### src/rtl/pin_ctrl_pkg.sv
/*
  constants for the host-side pin and mode controller of a power management chip.
  assumes a 50 MHz core clock and a host that drives the register port described in main file.
*/
package pin_ctrl_pkg;
  localparam logic [3:0] ADDR_MODE   = 4'h0;
  localparam logic [3:0] ADDR_PINS   = 4'h1;
  localparam logic [3:0] ADDR_COMM   = 4'h2;
  localparam logic [3:0] ADDR_PULSE  = 4'h3;
  localparam logic [3:0] ADDR_STATUS = 4'h4;
  localparam logic [3:0] ADDR_DIV    = 4'h5;

  // pin bit positions in the pin register
  localparam int PIN_DEBUG = 0;
  localparam int PIN_STBY  = 1;
  localparam int PIN_WDOG  = 2;
  localparam int PIN_POWER_ON_PIN = 3;
  localparam int PIN_AUXEN = 4;
  localparam int PIN_XINT  = 5;
  localparam int PIN_VSEL  = 6;
  localparam int NUM_PINS  = 7;

  // comm register fields
  localparam int COMM_ADDR_LSB = 0;
  localparam int COMM_CRC      = 7;
  localparam int COMM_SECURE   = 8;
  localparam logic [6:0] I2C_ADDR_RESET = 7'h08;

  localparam logic [NUM_PINS-1:0] PINS_RESET = 7'h00;

  // edge pulse width on power-on pin at DIV 0, in ns, and its count of divider ticks
  localparam int CLK_PERIOD_NS   = 20;
  localparam int PULSE_WIDTH_NS  = 1000;
  localparam int PULSE_CYCLES    = (PULSE_WIDTH_NS + CLK_PERIOD_NS - 1) / CLK_PERIOD_NS;
  localparam logic [15:0] DIV_RESET = 16'h0031;

  typedef enum logic [1:0] {
    MODE_USER   = 2'b00,
    MODE_NORMAL = 2'b01,
    MODE_TRIAL  = 2'b10
  } mode_t;

  typedef enum logic [1:0] {
    ST_IDLE  = 2'b00,
    ST_APPLY = 2'b01,
    ST_PULSE = 2'b10
  } state_t;
endpackage : pin_ctrl_pkg

### src/rtl/tick_divider.sv
/*
  one-cycle enable pulse every DIV+1 clocks.
  assumes a synchronous reset copy from the top.
*/
`timescale 1ns/1ps
`default_nettype none
module tick_divider #(
  parameter int W = 16
) (
  input  wire logic         clk,
  input  wire logic         rst_n,
  input  wire logic [W-1:0] div,
  output var  logic         tick
);
  typedef struct packed {
    logic [W-1:0] cnt;
    logic         tick;
  } div_st_t;

  div_st_t s_q;
  div_st_t s_d;

  always_comb begin
    s_d = s_q;
    s_d.tick = 1'b0;
    if (s_q.cnt >= div) begin
      s_d.cnt  = '0;
      s_d.tick = 1'b1;
    end else begin
      s_d.cnt = s_q.cnt + W'(1);
    end
  end

  always_ff @(posedge clk or negedge rst_n) begin
    if (!rst_n) begin
      s_q <= '0;
    end else begin
      s_q <= s_d;
    end
  end

  assign tick = s_q.tick;
endmodule : tick_divider
`default_nettype wire

### src/rtl/pin_mode_ctrl.sv
/*
  host-side controller driving the mode and control pins of a power management chip.
  software reaches it over a plain register port; read data appears one cycle after the strobe.
  the i2c engine lives elsewhere and reads address, crc and secure-write flags from this block.
*/
// The address-and-strobe port and the register addresses are this design's own decisions.
`timescale 1ns/1ps
`default_nettype none
module pin_mode_ctrl
  import pin_ctrl_pkg::*;
(
  input  wire logic        CORE_CLK,
  input  wire logic        RST_N,
  input  wire logic [3:0]  ADDR,
  input  wire logic [31:0] WDATA,
  input  wire logic        WR,
  input  wire logic        RD,
  output var  logic [31:0] RDATA,
  output var  logic        OTP_DEBUG_ENABLE,
  output var  logic        STANDBY_PIN,
  output var  logic        WATCHDOG_INPUT_PIN,
  output var  logic        POWER_ON_PIN,
  output var  logic        AUX_REGULATOR_ENABLE_PIN,
  output var  logic        EXTERNAL_INTERRUPT_INPUT,
  output var  logic        OUTPUT_VOLTAGE_SELECT_PIN,
  output var  logic [6:0]  I2C_TARGET_ADDR,
  output var  logic        I2C_CRC_ENABLE,
  output var  logic        I2C_SECURE_WRITE,
  output var  logic        OTP_TRIAL_MODE,
  output var  logic        FUNC_REGS_ALLOWED
);
  logic [1:0] rst_sync_q;
  logic       rst_n_int;
  logic       tick;

  always_ff @(posedge CORE_CLK or negedge RST_N) begin
    if (!RST_N) begin
      rst_sync_q <= 2'b00;
    end else begin
      rst_sync_q <= {rst_sync_q[0], 1'b1};
    end
  end
  assign rst_n_int = rst_sync_q[1];

  typedef struct packed {
    mode_t                mode;
    mode_t                req_mode;
    state_t               state;
    logic [NUM_PINS-1:0]  pins;
    logic [6:0]           i2c_addr;
    logic                 crc_en;
    logic                 secure_en;
    logic [15:0]          div;
    logic [15:0]          pulse_cnt;
    logic                 pulse_level;
    logic                 cmd_refused;
    logic [31:0]          rdata;
  } ctrl_st_t;

  ctrl_st_t s_q;
  ctrl_st_t s_d;

  tick_divider #(
    .W (16)
  ) u_div (
    .clk   (CORE_CLK),
    .rst_n (rst_n_int),
    .div   (s_q.div),
    .tick  (tick)
  );

  always_comb begin
    s_d = s_q;
    s_d.rdata = 32'h0000_0000;
    case (s_q.state)
      ST_IDLE: begin
        if (WR) begin
          case (ADDR)
            ADDR_MODE: begin
              // bit 2 is apply; mode only changes with it
              if (WDATA[2]) begin
                s_d.req_mode = mode_t'(WDATA[1:0]);
                s_d.state    = ST_APPLY;
              end
            end
            ADDR_PINS: begin
              // manual pin commands; in user mode only these and pulse writes touch pins
              s_d.pins = WDATA[NUM_PINS-1:0];
            end
            ADDR_COMM: begin
              s_d.i2c_addr  = WDATA[COMM_ADDR_LSB +: 7];
              s_d.crc_en    = WDATA[COMM_CRC];
              s_d.secure_en = WDATA[COMM_SECURE];
            end
            ADDR_PULSE: begin
              // push-button style pulse on power-on pin; edges at start and end
              s_d.pulse_level     = WDATA[0];
              s_d.pins[PIN_POWER_ON_PIN] = WDATA[0];
              s_d.pulse_cnt       = '0;
              s_d.state           = ST_PULSE;
            end
            ADDR_DIV: begin
              s_d.div = WDATA[15:0];
            end
            default: begin
            end
          endcase
        end
      end
      ST_APPLY: begin
        // whole pattern driven in one cycle before pin commands resume
        s_d.mode  = s_q.req_mode;
        s_d.state = ST_IDLE;
        case (s_q.req_mode)
          MODE_NORMAL: begin
            s_d.pins[PIN_DEBUG] = 1'b0;
            s_d.pins[PIN_STBY]  = 1'b0;
            s_d.pins[PIN_WDOG]  = 1'b0;
            s_d.pins[PIN_POWER_ON_PIN] = 1'b1;
          end
          MODE_TRIAL: begin
            s_d.pins[PIN_DEBUG] = 1'b1;
            s_d.pins[PIN_STBY]  = 1'b0;
            s_d.pins[PIN_WDOG]  = 1'b0;
            s_d.pins[PIN_POWER_ON_PIN] = 1'b0;
          end
          default: begin
            s_d.mode = MODE_USER;
          end
        endcase
      end
      ST_PULSE: begin
        if (tick) begin
          s_d.pulse_cnt = s_q.pulse_cnt + 16'h0001;
          if (s_q.pulse_cnt >= 16'(PULSE_CYCLES - 1)) begin
            s_d.pins[PIN_POWER_ON_PIN] = ~s_q.pulse_level;
            s_d.state           = ST_IDLE;
          end
        end
      end
      default: begin
        s_d.state = ST_IDLE;
      end
    endcase
    // writes while busy are dropped and flagged
    if (WR && s_q.state != ST_IDLE) begin
      s_d.cmd_refused = 1'b1;
    end else if (WR && ADDR == ADDR_STATUS) begin
      s_d.cmd_refused = 1'b0;
    end
    if (RD) begin
      case (ADDR)
        ADDR_MODE:   s_d.rdata = {30'h0, s_q.mode};
        ADDR_PINS:   s_d.rdata = {25'h0, s_q.pins};
        ADDR_COMM:   s_d.rdata = {23'h0, s_q.secure_en, s_q.crc_en, s_q.i2c_addr};
        ADDR_STATUS: s_d.rdata = {27'h0, s_q.cmd_refused, (s_q.mode == MODE_TRIAL),
                                  s_q.state, (s_q.state != ST_IDLE)};
        ADDR_DIV:    s_d.rdata = {16'h0, s_q.div};
        default:     s_d.rdata = 32'h0000_0000;
      endcase
    end
  end

  always_ff @(posedge CORE_CLK or negedge rst_n_int) begin
    if (!rst_n_int) begin
      s_q             <= '0;
      s_q.mode        <= MODE_USER;
      s_q.req_mode    <= MODE_USER;
      s_q.state       <= ST_IDLE;
      s_q.pins        <= PINS_RESET;
      s_q.i2c_addr    <= I2C_ADDR_RESET;
      s_q.div         <= DIV_RESET;
    end else begin
      s_q <= s_d;
    end
  end

  logic trial_q;
  logic func_q;
  always_ff @(posedge CORE_CLK or negedge rst_n_int) begin
    if (!rst_n_int) begin
      trial_q <= 1'b0;
      func_q  <= 1'b1;
    end else begin
      trial_q <= (s_d.mode == MODE_TRIAL);
      func_q  <= (s_d.mode != MODE_TRIAL);
    end
  end

  assign RDATA                     = s_q.rdata;
  assign OTP_DEBUG_ENABLE          = s_q.pins[PIN_DEBUG];
  assign STANDBY_PIN               = s_q.pins[PIN_STBY];
  assign WATCHDOG_INPUT_PIN        = s_q.pins[PIN_WDOG];
  assign POWER_ON_PIN              = s_q.pins[PIN_POWER_ON_PIN];
  assign AUX_REGULATOR_ENABLE_PIN  = s_q.pins[PIN_AUXEN];
  assign EXTERNAL_INTERRUPT_INPUT  = s_q.pins[PIN_XINT];
  assign OUTPUT_VOLTAGE_SELECT_PIN = s_q.pins[PIN_VSEL];
  assign I2C_TARGET_ADDR           = s_q.i2c_addr;
  assign I2C_CRC_ENABLE            = s_q.crc_en;
  assign I2C_SECURE_WRITE          = s_q.secure_en;
  assign OTP_TRIAL_MODE            = trial_q;
  assign FUNC_REGS_ALLOWED         = func_q;
endmodule : pin_mode_ctrl
`default_nettype wire

### config.mk
export PLATFORM = sky130hd
export DESIGN_NAME = pin_mode_ctrl
export DESIGN_NICKNAME = d
export VERILOG_FILES = /design/src/rtl/pin_ctrl_pkg.sv /design/src/rtl/tick_divider.sv /design/src/rtl/pin_mode_ctrl.sv
export SDC_FILE = /design/constraint.sdc
export NUM_CORES = 1
export LEC_CHECK = 0
export ABC_AREA = 1
export BUFFER_PORTS_ARGS = -buffer_cell sky130_fd_sc_hd__buf_4
export CAP_MARGIN = 15
export CORE_ASPECT_RATIO = 1.25
export CORE_UTILIZATION = 50
export DETAILED_ROUTE_END_ITERATION = 6
export PLACE_DENSITY = 0.84
export SYNTH_ARGS = -nofsm -noshare
export SYNTH_HDL_FRONTEND = slang
export SYNTH_HIERARCHICAL = 1
export SYNTH_SLANG_ARGS = --single-unit
### constraint.sdc
create_clock -name CORE_CLK -period 3.4 [get_ports CORE_CLK]
set_clock_uncertainty 0.05 [all_clocks]
set_input_delay 0.51 -clock CORE_CLK [delete_from_list [all_inputs] [get_ports CORE_CLK]]
set_output_delay 0.51 -clock CORE_CLK [all_outputs]
set_load 0.05 [all_outputs]
==> flow_summary_export.csv <==
group,metric,value,unit
critical_path,cp.required,3.56,ns
final_layout,final_area,5970,sq um
yosys,yosysWarningCount,6,
sta,fmax,396,MHz
floorplan,die_area,11100,sq um
yosys,synth_area,5360,sq um
power,p_int,2300,uW
yosys,synth-main-ff-cell,"dfrtp_1",
clock_network,htreeDepth,3,
sta,fin_crit,2.53,ns
yosys,synth-edff-count,0,
sta,fin_ws,0.875,ns
final_layout,nFillCells,891,
run,max_cap_violations,0,
global_routing,grt_usage,0.213,
placement,dp_slack,0.903,ns
sta,tns,0,ns
drt,drc,0,
final_layout,final_util,0.582,
power,switching_share,0.393,
critical_path,crit_path_end_kind,"flip-flop",
drt,wl_per_cell,12.8,microns
sta,rsz0062_at_grt,"no",
drt,vias,4355,
floorplan,start_util,0.522,
power,p_sw,1490,uW
floorplan,die_x,94.6,microns
clock_network,cts_sinks,93,
floorplan,core,10300,sq um
clock_network,clock-root-buffer,"clkbuf_16",
yosys,synth-seq-cells,93,
sta,final_max_slew_viol_count,0,
sta,worst_pin_slew,0.947,ns
power,cellLeakagePower,0.00317,uW
sta,setup_violations,0,
critical_path,start_kind,"flip-flop",
critical_path,cp_max_fo,18,
global_routing,grt_pass1_wl,18.9,mm
yosys,netlist_instances,688,
sta,layout_worst_path_cycle_share,0.743,
global_routing,antenna_found_initial,0,
floorplan,io_pins,90,
drt,first_pass_iters,5,
critical_path,path_cells,"inv_1, ha_1, inv_1, nand2_1, nand3_1, a21oi_4, inv_2, nand2_1, o21ai_1",
final_layout,area_delta_synth_final,11.5,%
yosys,async_flop_share,1.00,
global_routing,grt_max_degree,45,
global_routing,grt_overflow,0,
clock_network,cts_buffer_depth,2,
drt,drt-vias-per-instance,5.08,
clock_network,cts_tree,"yes",
clock_network,post_cts_buffers,0,
power,p_per_area,636,nW/um^2
final_layout,nets,789,
critical_path,cpMaxStageDelayCell,"ha_1",
sta,holdWs,0.267,ns
critical_path,path_class,"reg -> reg",
placement,placed_area,5660,sq um
hold_path,hp-class,"reg -> async",
critical_path,worst-path-buf-inv,3,
floorplan,die-height,118,microns
drt,drt-initial-drc-count,223,
drt,drtAntennaViolNets,0,
clock_network,path_clk_slew,0.07,ns
yosys,avgSynthCellArea,7.79,sq um
final_layout,n_antenna_cell,0,
status,status,"finished, final reports clean",
power,seq_power_share,0.399,
yosys,netlist-cell-type-count,35,
critical_path,cpLargestDelayFamily,"adder cells",
sta,hold_violations,0,
sta,max_slew_margin,0.367,
clock_network,cts_buffers,9,
placement,gp_congestion,0.924,
critical_path,r2r_cells,9,
power,comb_power_share,0.334,
clock_network,clk_latency,0.34,ns
drt,routed_wl,11.0,mm
critical_path,critPathMaxStageDelay,0.62,ns
global_routing,grt_pass1_vias,4229,
placement,portBuffers,57,
floorplan,rows,41,
final_layout,drive_above_1_share,0.155,
critical_path,arrival,2.69,ns
yosys,yosysSeqAreaShare,0.436,
power,peakVddDrop,0.376,mV
power,clock_power_share,0.267,
placement,dp_hpwl,7.98,mm
critical_path,cp.depth,9,
==> sequential cells by signal (all words and copies together), names as in the netlist, 2 cells and up <==
register         flops
u_div/s_q           16
I2C_TARGET_ADDR      7
RDATA               16
rst_sync_q           2
s_q                 40
==> worst paths after layout <==
path	from	endpoint	slack [ns]
min in group CORE_CLK	rst_sync_q[0]	rst_sync_q[1]	0.32
max in group asynchronous	rst_sync_q[1]	FUNC_REGS_ALLOWED	2.24
worst min register to register	rst_sync_q[1]	s_q[82]	0.27
worst max-delay path	s_q[82]	s_q[41]	0.87
worst max register to register	s_q[82]	s_q[41]	0.87
worst min-delay path	rst_sync_q[1]	s_q[82]	0.27
==> placed cells by master, fill, tap and decap left out, types with 2 or more instances in the layout <==
master,count
a21oi_1,18
buf_4,60
clkbuf_16,9
clkinv_4,2
clkinvlp_4,2
conb_1,17
dfrtp_1,87
dfstp_2,5
ha_1,24
inv_1,89
inv_2,2
nand2_1,179
nand2_2,8
nand3_1,37
nand4_1,17
nor2_1,87
nor2_2,2
nor3_1,7
nor3_4,3
o21a_1,3
o21ai_0,29
o21ai_1,5
o21ai_2,10
o21bai_1,2
or2_2,2
xnor2_1,2
xor2_1,9
==> stage by stage <==
step,total power [uW],std cells
after floorplan,2520,703
after global placement,2750,842
after detailed placement,2790,842
after CTS,3810,858
after global routing,4010,858
final,3800,858
==> cells in the mapped netlist (all sizes together), types with 5 or more instances <==
| master | number | share of area |
|---|---|---|
| a21oi | 19 | 0.020 |
| buf | 47 | 0.066 |
| dfrtp | 88 | 0.41 |
| dfstp | 5 | 0.025 |
| ha | 24 | 0.056 |
| inv | 91 | 0.064 |
| nand2 | 188 | 0.14 |
| nand3 | 38 | 0.036 |
| nand4 | 17 | 0.020 |
| nor2 | 89 | 0.063 |
| nor3 | 11 | 0.018 |
| o21ai | 44 | 0.048 |
| xor2 | 9 | 0.015 |
==> cell type report <==
cell class / count / area [sq um] / area share
multi-input cells: 468 / 2370 / 0.397
clock inverters: 6 / 73.8 / 0.0124
inverters: 92 / 345 / 0.0578
repair buffers: 61 / 460 / 0.0771
clock buffers: 9 / 225 / 0.0377
flip-flops and latches: 93 / 2340 / 0.391
well taps: 129 / 161 / 0.0270
==> per-layer routing <==
metal,wire length [microns],GRT usage
met1,4610,0.260
met2,5830,0.373
met3,490,0.0452
met4,82,0.0616
met5,0,0
==> power groups by stage <==
| stage | logic (uW) | clock network [uW] | registers (uW) |
|---|---|---|---|
| after floorplan | 834 | 0 | 1680 |
| after global placement | 1220 | 0 | 1520 |
| after detailed placement | 1260 | 0 | 1530 |
| after CTS | 1270 | 1030 | 1510 |
| after global routing | 1390 | 1070 | 1550 |
| final | 1270 | 1010 | 1520 |
==> cells by family after synthesis <==
logic type / count (synthesis) / share of synthesized area
other cells: 2 / 0.00140
compound gates: 71 / 0.0799
buf+inv: 142 / 0.133
fa+ha+maj: 24 / 0.0561
flops: 93 / 0.436
xor+xnor: 11 / 0.0180
simple gates: 345 / 0.276
==> what timing repair did <==
| action | in CTS | in global routing |
|---|---|---|
| endpoints found under the hold margin | 2 | 0 |
| hold buffers | 1 | 0 |
| setup endpoints to repair | 0 | 0 |
| gates resized for setup | 0 | 0 |
No activity file was read; power rests on OpenSTA's default activity.
